[src/common/ctl_io_pkg.sv]
package ctl_io_pkg;

    // *****************************************************
    // register map (word aligned byte addresses)
    // *****************************************************
    localparam logic [3:0] ctrl_offset    = 4'h0;
    localparam logic [3:0] status_offset  = 4'h4;
    localparam logic [3:0] user_offset    = 4'h8;

    // control register fields
    localparam int mode_lsb       = 0;
    localparam int late_fw_bit    = 2;
    localparam int copy_irq_en_bit = 3;

    // reset values
    localparam logic [1:0] mode_reset    = 2'h0;
    localparam logic       late_fw_reset = 1'h1;

    // bus answer: read data returned one cycle after the request is seen
    localparam int read_latency = 1;

    // *****************************************************
    // types
    // *****************************************************
    typedef enum logic [1:0] {
        mode_user_pair,
        mode_user_disable,
        mode_user_disable4,
        mode_ext_test
    } input_mode_t;

    // decoded internal functions of the four control inputs
    typedef struct packed {
        logic next_pulse;
        logic user_a;
        logic user_b;
        logic counter_reset;
        logic advance_inhibit;
        logic count_disable;
        logic ext_test;
    } route_t;

    // status coming from the scaler core for lines 5..8
    typedef struct packed {
        logic copy_in_progress;
        logic fifo_empty;
        logic fifo_half;
        logic fifo_full;
    } core_status_t;

    typedef enum logic [1:0] {
        bus_idle,
        bus_answer
    } bus_state_t;

endpackage

[src/rtl/control_io_mode_mux.sv]
// Added by the designer: the Avalon-MM slave port and the address map.
`timescale 1ns/1ns
`default_nettype none
module control_io_mode_mux (
    // clock and reset
    input  wire logic                       clk,
    input  wire logic                       resetn,
    // avalon-mm slave
    input  wire logic [3:0]                 avs_address,
    input  wire logic                       avs_read,
    input  wire logic                       avs_write,
    input  wire logic [31:0]                avs_writedata,
    output logic      [31:0]                avs_readdata,
    output logic                            avs_waitrequest,
    // front panel control inputs 1..4 and outputs 5..8
    input  wire logic [3:0]                 ctl_in,
    output logic      [3:0]                 ctl_out,
    // scaler core side
    input  wire ctl_io_pkg::core_status_t   core_status,
    output logic                            next_strobe,
    output logic                            reset_strobe,
    output logic                            line_advance_event,
    output logic                            advance_inhibit,
    output logic                            count_disable,
    output logic                            ext_test,
    output logic                            user_flag_a,
    output logic                            user_flag_b,
    output logic                            copy_irq_pulse
);

    // *****************************************************
    // input synchronisation
    // *****************************************************
    logic [3:0] in_level;
    logic [3:0] in_rise;

    input_sync #(
        .width (4)
    ) input_sync_inst (
        .clk       (clk),
        .resetn    (resetn),
        .raw_in    (ctl_in),
        .level_out (in_level),
        .rise_out  (in_rise)
    );

    // *****************************************************
    // registers
    // *****************************************************
    logic [1:0]                 mode_r;
    logic [1:0]                 mode_nxt;
    logic                       late_fw_r;
    logic                       late_fw_nxt;
    logic                       irq_en_r;
    logic                       irq_en_nxt;
    ctl_io_pkg::bus_state_t     bus_r;
    ctl_io_pkg::bus_state_t     bus_nxt;
    logic [31:0]                rdata_r;
    logic [31:0]                rdata_nxt;
    logic                       wait_r;
    logic                       wait_nxt;

    // *****************************************************
    // routing decode
    // *****************************************************
    ctl_io_pkg::route_t route;

    always_comb
    begin
        route            = '0;
        route.next_pulse = in_rise[0];
        route.user_a     = in_level[1];
        case (ctl_io_pkg::input_mode_t'(mode_r))
            ctl_io_pkg::mode_user_pair:
            begin
                route.user_b = in_level[2];
                if (late_fw_r)
                    route.advance_inhibit = in_level[3];
                else
                    route.counter_reset = in_rise[3];
            end
            ctl_io_pkg::mode_user_disable:
            begin
                route.count_disable = in_level[2];
                if (late_fw_r)
                    route.advance_inhibit = in_level[3];
                else
                    route.counter_reset = in_rise[3];
            end
            ctl_io_pkg::mode_user_disable4:
            begin
                route.user_b        = in_level[2];
                route.count_disable = in_level[3];
            end
            ctl_io_pkg::mode_ext_test:
            begin
                route.next_pulse = 1'b0;
                route.user_a     = 1'b0;
                route.ext_test   = in_level[3];
            end
            default:
            begin
                route = '0;
            end
        endcase
    end

    // *****************************************************
    // core facing outputs
    // *****************************************************
    logic       ua_nxt;
    logic       ub_nxt;
    logic       copy_last_r;
    logic       advance_nxt;

    // user bits captured at next pulse leading edge
    always_comb
    begin
        ua_nxt = user_flag_a;
        ub_nxt = user_flag_b;
        if (route.next_pulse)
        begin
            ua_nxt = route.user_a;
            ub_nxt = route.user_b;
        end
        // inhibit suppresses the advance, the raw next strobe still passes
        advance_nxt = route.next_pulse & ~route.advance_inhibit;
    end

    always_ff @(posedge clk)
    begin
        if (!resetn)
        begin
            next_strobe        <= 1'b0;
            reset_strobe       <= 1'b0;
            line_advance_event <= 1'b0;
            advance_inhibit    <= 1'b0;
            count_disable      <= 1'b0;
            ext_test           <= 1'b0;
            user_flag_a        <= 1'b0;
            user_flag_b        <= 1'b0;
            ctl_out            <= 4'h0;
            copy_last_r        <= 1'b0;
            copy_irq_pulse     <= 1'b0;
        end
        else
        begin
            next_strobe        <= route.next_pulse;
            reset_strobe       <= route.counter_reset;
            line_advance_event <= advance_nxt;
            advance_inhibit    <= route.advance_inhibit;
            count_disable      <= route.count_disable;
            ext_test           <= route.ext_test;
            user_flag_a        <= ua_nxt;
            user_flag_b        <= ub_nxt;
            ctl_out            <= {core_status.fifo_full, core_status.fifo_half,
                                   core_status.fifo_empty, core_status.copy_in_progress};
            copy_last_r        <= core_status.copy_in_progress;
            copy_irq_pulse     <= irq_en_r & core_status.copy_in_progress & ~copy_last_r;
        end
    end

    // *****************************************************
    // avalon-mm slave
    // *****************************************************
    // waitrequest is high idle; one answer cycle drops it for a single edge
    always_comb
    begin
        mode_nxt    = mode_r;
        late_fw_nxt = late_fw_r;
        irq_en_nxt  = irq_en_r;
        bus_nxt     = bus_r;
        rdata_nxt   = rdata_r;
        wait_nxt    = 1'b1;
        case (bus_r)
            ctl_io_pkg::bus_idle:
            begin
                if (avs_read || avs_write)
                begin
                    bus_nxt  = ctl_io_pkg::bus_answer;
                    wait_nxt = 1'b0;
                    rdata_nxt = 32'h0;
                    if (avs_read)
                    begin
                        case (avs_address)
                            ctl_io_pkg::ctrl_offset:
                            begin
                                rdata_nxt[ctl_io_pkg::mode_lsb +: 2]       = mode_r;
                                rdata_nxt[ctl_io_pkg::late_fw_bit]         = late_fw_r;
                                rdata_nxt[ctl_io_pkg::copy_irq_en_bit]     = irq_en_r;
                            end
                            ctl_io_pkg::status_offset:
                                rdata_nxt[3:0] = in_level;
                            ctl_io_pkg::user_offset:
                                rdata_nxt[1:0] = {user_flag_b, user_flag_a};
                            default:
                                rdata_nxt = 32'h0;
                        endcase
                    end
                end
            end
            ctl_io_pkg::bus_answer:
            begin
                // the write takes effect at the edge where waitrequest is low
                if (avs_write && avs_address == ctl_io_pkg::ctrl_offset)
                begin
                    mode_nxt    = avs_writedata[ctl_io_pkg::mode_lsb +: 2];
                    late_fw_nxt = avs_writedata[ctl_io_pkg::late_fw_bit];
                    irq_en_nxt  = avs_writedata[ctl_io_pkg::copy_irq_en_bit];
                end
                bus_nxt = ctl_io_pkg::bus_idle;
            end
            default:
                bus_nxt = ctl_io_pkg::bus_idle;
        endcase
    end

    always_ff @(posedge clk)
    begin
        if (!resetn)
        begin
            mode_r    <= ctl_io_pkg::mode_reset;
            late_fw_r <= ctl_io_pkg::late_fw_reset;
            irq_en_r  <= 1'b0;
            bus_r     <= ctl_io_pkg::bus_idle;
            rdata_r   <= 32'h0;
            wait_r    <= 1'b1;
        end
        else
        begin
            mode_r    <= mode_nxt;
            late_fw_r <= late_fw_nxt;
            irq_en_r  <= irq_en_nxt;
            bus_r     <= bus_nxt;
            rdata_r   <= rdata_nxt;
            wait_r    <= wait_nxt;
        end
    end

    assign avs_readdata    = rdata_r;
    assign avs_waitrequest = wait_r;
endmodule
`default_nettype wire

[src/rtl/input_sync.sv]
`timescale 1ns/1ns
`default_nettype none
// two-stage synchroniser with rising edge strobe on the second stage output
module input_sync #(
    parameter int width = 4
) (
    // clock and reset
    input  wire logic             clk,
    input  wire logic             resetn,
    // raw and synchronised levels, rising edge strobes
    input  wire logic [width-1:0] raw_in,
    output logic      [width-1:0] level_out,
    output logic      [width-1:0] rise_out
);

    logic [width-1:0] meta_r;
    logic [width-1:0] meta_nxt;
    logic [width-1:0] sync_r;
    logic [width-1:0] sync_nxt;
    logic [width-1:0] last_r;
    logic [width-1:0] last_nxt;

    // first stage only feeds the second one
    always_comb
    begin
        meta_nxt = raw_in;
        sync_nxt = meta_r;
        last_nxt = sync_r;
    end

    always_ff @(posedge clk)
    begin
        if (!resetn)
        begin
            meta_r <= '0;
            sync_r <= '0;
            last_r <= '0;
        end
        else
        begin
            meta_r <= meta_nxt;
            sync_r <= sync_nxt;
            last_r <= last_nxt;
        end
    end

    assign level_out = sync_r;
    assign rise_out  = sync_r & ~last_r;

endmodule
`default_nettype wire

[config.mk]
export PLATFORM = sky130hd
export DESIGN_NAME = control_io_mode_mux
export DESIGN_NICKNAME = d
export VERILOG_FILES = /design/src/common/ctl_io_pkg.sv /design/src/rtl/control_io_mode_mux.sv /design/src/rtl/input_sync.sv
export SDC_FILE = /design/constraint.sdc
export NUM_CORES = 1
export LEC_CHECK = 0
export BUFFER_PORTS_ARGS = -buffer_cell sky130_fd_sc_hd__buf_2
export CELL_PAD_IN_SITES_DETAIL_PLACEMENT = 1
export CELL_PAD_IN_SITES_GLOBAL_PLACEMENT = 1
export CORE_MARGIN = 2
export CORE_UTILIZATION = 31
export DETAILED_ROUTE_END_ITERATION = 10
export GPL_TIMING_DRIVEN = 0
export PLACE_DENSITY = 0.87
export SYNTH_ARGS = -nofsm -noshare
export SYNTH_HDL_FRONTEND = slang
export SYNTH_SLANG_ARGS = --single-unit
[constraint.sdc]
create_clock -name clk -period 3.5 [get_ports clk]
set_input_delay 0.35 -clock clk [delete_from_list [all_inputs] [get_ports clk]]
set_output_delay 0.35 -clock clk [all_outputs]
set_load 0.02 [all_outputs]
Word-level counts from Yosys, hierarchy flattened:

Index checks and enable logic that the tools add are counted.
W data, S select, Z words.

* $add $sub $neg: 0
* multiplexer cells: 9
* divide/modulo/power cells: 0
* multipliers: 0
* bitwise logic cells: 9
* shift operators: 0
* reductions and logical operators: 12
* equality and inequality tests: 5
* $lt $le $gt $ge: 0

Operators with widths (count)
* $reduce_and A2 Y1: 4
* $pmux W2 S3: 1
* $and A4 B4 Y4: 1
* $eq A2 B2 Y1 const B: 2
* $eq A4 B3 Y1 const B: 1
* $eq A4 B4 Y1 const B: 1
* $logic_not A2 Y1: 2
* $logic_not A4 Y1: 1
* $mux W1: 4
* $mux W4: 1
* $not A1 Y1: 4
* $not A4 Y4: 1
* $pmux W2 S2: 1
* $reduce_or A2 Y1: 2
* $and A1 B1 Y1: 3
* $reduce_or A3 Y1: 1
* $eq A2 B1 Y1 const B: 1
* $mux W2: 1
* $pmux W1 S2: 1
* $logic_and A1 B1 Y1: 1
* $logic_or A1 B1 Y1: 1

* output and inout bits: 46
* memory bits (writable): 0
* memory bits (read-only): 0
* memories kept: 0
* latch bits: 0
* bits in registers: 64
* word-level logic and storage cells: 55

Longest topological paths before layout:

* depth in word-level cells: 5
* depth in mapped cells: 4
* mapped depth without buffers: 4

Hierarchy:

A second synthesis with hierarchy kept.

* cell total of the unflattened synthesis: 153
* area total of the unflattened synthesis: 1527.7 um^2

By module, submodules not included
* control_io_mode_mux: area an instance 1166.1 um^2, instances 1, cells an instance 124
* input_sync: area an instance 361.6 um^2, instances 1, cells an instance 29

Least setup slack after synthesis:

No wires, ideal clock.

* path type: reg2reg
* from: register mode_r[0]
* to: register user_flag_a
* slack: 2.255 ns
* buffers on the path: 0
* stages on the path, launching flop included: 5
* arrival: 1.129 ns
* period minus slack after synthesis: 1.245 ns
* setup time: 0.116 ns
* cells stage by stage: dfxtp_1 -> ha_1 -> nor3b_1 -> mux2i_1 -> nor2b_1

* cells in the longest elaborated chain, start to end: 2

RTL lines
* start: declaration: RTL line control_io_mode_mux.sv:50 `logic [1:0] mode_r;`
* start signal: assignment: RTL line control_io_mode_mux.sv:222 `mode_r <= ctl_io_pkg::mode_reset;`
* start signal: assignment: RTL line control_io_mode_mux.sv:231 `mode_r <= mode_nxt;`
* $eq A2 B2 Y1: RTL line control_io_mode_mux.sv:73 `case (ctl_io_pkg::input_mode_t'(mode_r))`
* $mux W2: RTL line control_io_mode_mux.sv:73
* end signal: assignment: RTL line control_io_mode_mux.sv:154 `user_flag_a <= ua_nxt;`
* end: declaration: RTL line control_io_mode_mux.sv:26 `output logic user_flag_a,`

No other way between the ends.
A chain may end at the register's enable or synchronous reset.

Final worst setup path:

* from: register mode_r[0]
* to: register user_flag_b

* cells in the longest elaborated chain, start to end: 3

RTL lines
* $eq A2 B2 Y1 / $logic_not A2 Y1 (equally long branches): RTL line control_io_mode_mux.sv:73
* $reduce_or A2 Y1 (no line)
* $mux W1: RTL line control_io_mode_mux.sv:73
* end signal: assignment: RTL line control_io_mode_mux.sv:155 `user_flag_b <= ub_nxt;`
* end: declaration: RTL line control_io_mode_mux.sv:27 `output logic user_flag_b,`

Several ways; a longest one is shown, not always the timed one.

==> out/qor.yml <==
global_route:
  track_usage_pct: 13.1
  grt_first_pass_wirelength_um: 5090
  number_of_antenna_violations_at_the_first_check_in_global_routing: 0
  first_global_vias: 1076
  globalRouteOverflowTotal: 0
  largest_net_degree_at_the_start_of_global_routing: 12
timing:
  slew_violations: 0
  post-route-min-period_ps: 1350
  grt_setup_unrepaired: "false"
  final.setup_skew_ps: 5.97
  fin_setup_tns_ps: 0
  post-route-period-util_pct: 38.7
  finalSetupViolations: 0
  hold_viol_final: 0
  hold-worst-slack_ps: 262
  timing.fmax_ghz: 0.738
route:
  routed_wire_length_per_instance_um: 11.6
  dr_total_vias: 1131
  drtAntennaViolNets: 0
  first_pass_iters: 4
  number_of_remaining_drc_errors: 0
  drt_iter0_markers: 63
  drt_wl_total_um: 3060
  detail_route.vias_per_cell: 4.28
critical_path:
  worst_path_largest_cell_delay_ps: 360
  setup.worst_path.end_class: "flip-flop"
  worst_setup_path_startpoint: "mode_r[0]"
  crit_buf_inv: 0
  timing_worst_setup_path_type: "reg2reg"
  crit_family: "simple AND/OR/NAND/NOR gates"
  cp_max_fo: 5
  worstSetupStartpointType: "flip-flop"
  arrival_ps: 1560
  slowest_stage: "dfxtp_1"
  cp.required_ps: 3710
  cp_cell_sequence: "ha_1 > nor3b_1 > nand3_1 > a21boi_0"
  regToRegStartpoint: "mode_r[0]"
layout:
  multi_input_comb_area_um2: 609
  final_net_count: 263
  register_area_um2: 661
  ant_cells: 0
  layoutNonFillerInstCount: 264
  final_cell_mix: "buf_2 (37), dfxtp_1 (33), buf_4 (29), conb_1 (28), and2_1 (14)"
  filler_cell_count: 529
  layout.cells.most_common: "buf_2"
  share_of_final_layout_standard_cells_stronger_than_drive_strength_1_pct: 36.8
  syn_to_final_growth_pct: 33.5
synth:
  seq_area_frac_synth_pct: 46.9
  synth_edf_count: 0
  post_synth_main_area_contributors: "dfxtp_1 (47%), buf_4 (15%), and2_1 (6.2%)"
  synthFlopType: "dfxtp_1"
  syn_inst: 140
  yosysTopAreaCellShare_pct: 46.9
  yosys.area.top_type: "dfxtp_1"
  number_of_synthesis_warnings: 0
  synthesis.area_um2: 1410
  syn_area_per_cell_um2: 10.1
  post_synth_num_cell_types: 33
  async_reset_ff_share_pct: 0
  yosys_register_bits: 33
clocking:
  tritoncts: "built"
  cts-resized-gates: 0
  cts_max_level: 2
  ctsLongestPathBuffers: 2
  cts_num_sinks: 33
  tritoncts_buffer_count: 5
  ctsHoldBuffers: 0
  ctsRootBufferMaster: "clkbuf_8"
  post_cts_setup_buffers: 0
  clk_latency_ps: 290
  clk_pin_slew_ps: 70
placed_design:
  port-buffer-count: 37
  gp_congestion: 0.746
  placed_cells_incl_taps: 256
  estimated_wirelength_of_the_detail_placed_design_um: 2350
status:
  status: "complete, no violations"
die:
  placementRows: 24
  die_h_um: 71.4
  die-area_um2: 5100
  core_um2: 4350
  num_io_pins: 94
  die_x_um: 71.4
  initial_utilization_pct: 32.4
power_and_ir_drop:
  p_leak_nw: 0.919
  vdd_drop_max_mv: 0.123
  power.density_cell_area_nw_per_um2: 462
worst_hold_path:
  hp-start: "ctl_in[2]"
  hold_path_class: "in2reg"
run:
  max_cap_violations: 0
==> sequential cells by signal (all words and copies together), names as in the netlist, 2 cells and up <==
signal / flops
mode_r: 2
ctl_out: 4
input_sync_inst.meta_r: 4
input_sync_inst.last_r: 2
avs_readdata: 4
input_sync_inst.level_out: 4
==> cells by family after synthesis <==
group	Yosys count	share of synthesized area, %
buffers and inverters	35	17.1
AO/OA/AOI/OAI	20	10.1
adder cells (fa/ha/maj)	4	3.55
other	1	0.266
AND/OR/NAND/NOR	44	19.8
flip-flops	33	46.9
multiplexers	3	2.31
==> per-stage QoR <==
stage	total power [mW]	util [%]	cell area, um2	setup WS (ps)
after floorplan	0.477	-	1510	2250
after CTS	0.879	43.2	1880	2110
after global routing	0.914	43.2	1880	1980
after global placement	0.503	40.4	1760	2100
final	0.869	43.2	1880	2150
after detailed placement	0.505	40.4	1760	2070
==> path summary, 6_finish.rpt <==
check | to | slack [ps] | cells after the start
worst min-delay path | input_sync_inst.meta_r[2] | 260 | 2
worst max register to register | user_flag_b | 2150 | 4
worst min register to register | reset_strobe | 400 | 1
worst max-delay path | user_flag_b | 2150 | 4
==> area by class of cell <==
type	count	area share (%)
Buffer	31	12.0
Clock buffer	6	4.39
Clock inverter	2	2.00
Inverter	4	0.798
Multi-Input combinational cell	99	32.4
Sequential cell	33	35.1
Tap cell	52	3.46
Timing Repair Buffer	37	9.85
==> synthesized netlist by cell type (all sizes together) (2+ instances only) <==
| cell type | n |
|---|---|
| nand2 | 3 |
| a21boi | 4 |
| nor2b | 7 |
| a222oi | 2 |
| o21ai | 7 |
| nor3 | 3 |
| and2 | 14 |
| inv | 4 |
| mux2 | 2 |
| a32oi | 2 |
| buf | 29 |
| nand4 | 4 |
| nand3 | 5 |
| dfxtp | 33 |
| clkbuf | 2 |
| ha | 4 |
| nor4 | 2 |
==> metal layers <==
metal | up-vias | share of wire, % | track usage (%)
li1 | 565 | - | -
met1 | 527 | 40 | 13.7
met2 | 33 | 51 | 22.7
met3 | 6 | 7.0 | 5.91
met4 | 0 | 1.9 | 5.66
met5 | - | 0 | 0
==> report_power, final <==
part	internal [mW]	switching [mW]	leakage, nW
clock network	0.231	0.140	0.0574
logic	0.0448	0.0609	0.592
registers	0.386	0.00588	0.270
Note: power is estimated with default switching activity, not from simulation.
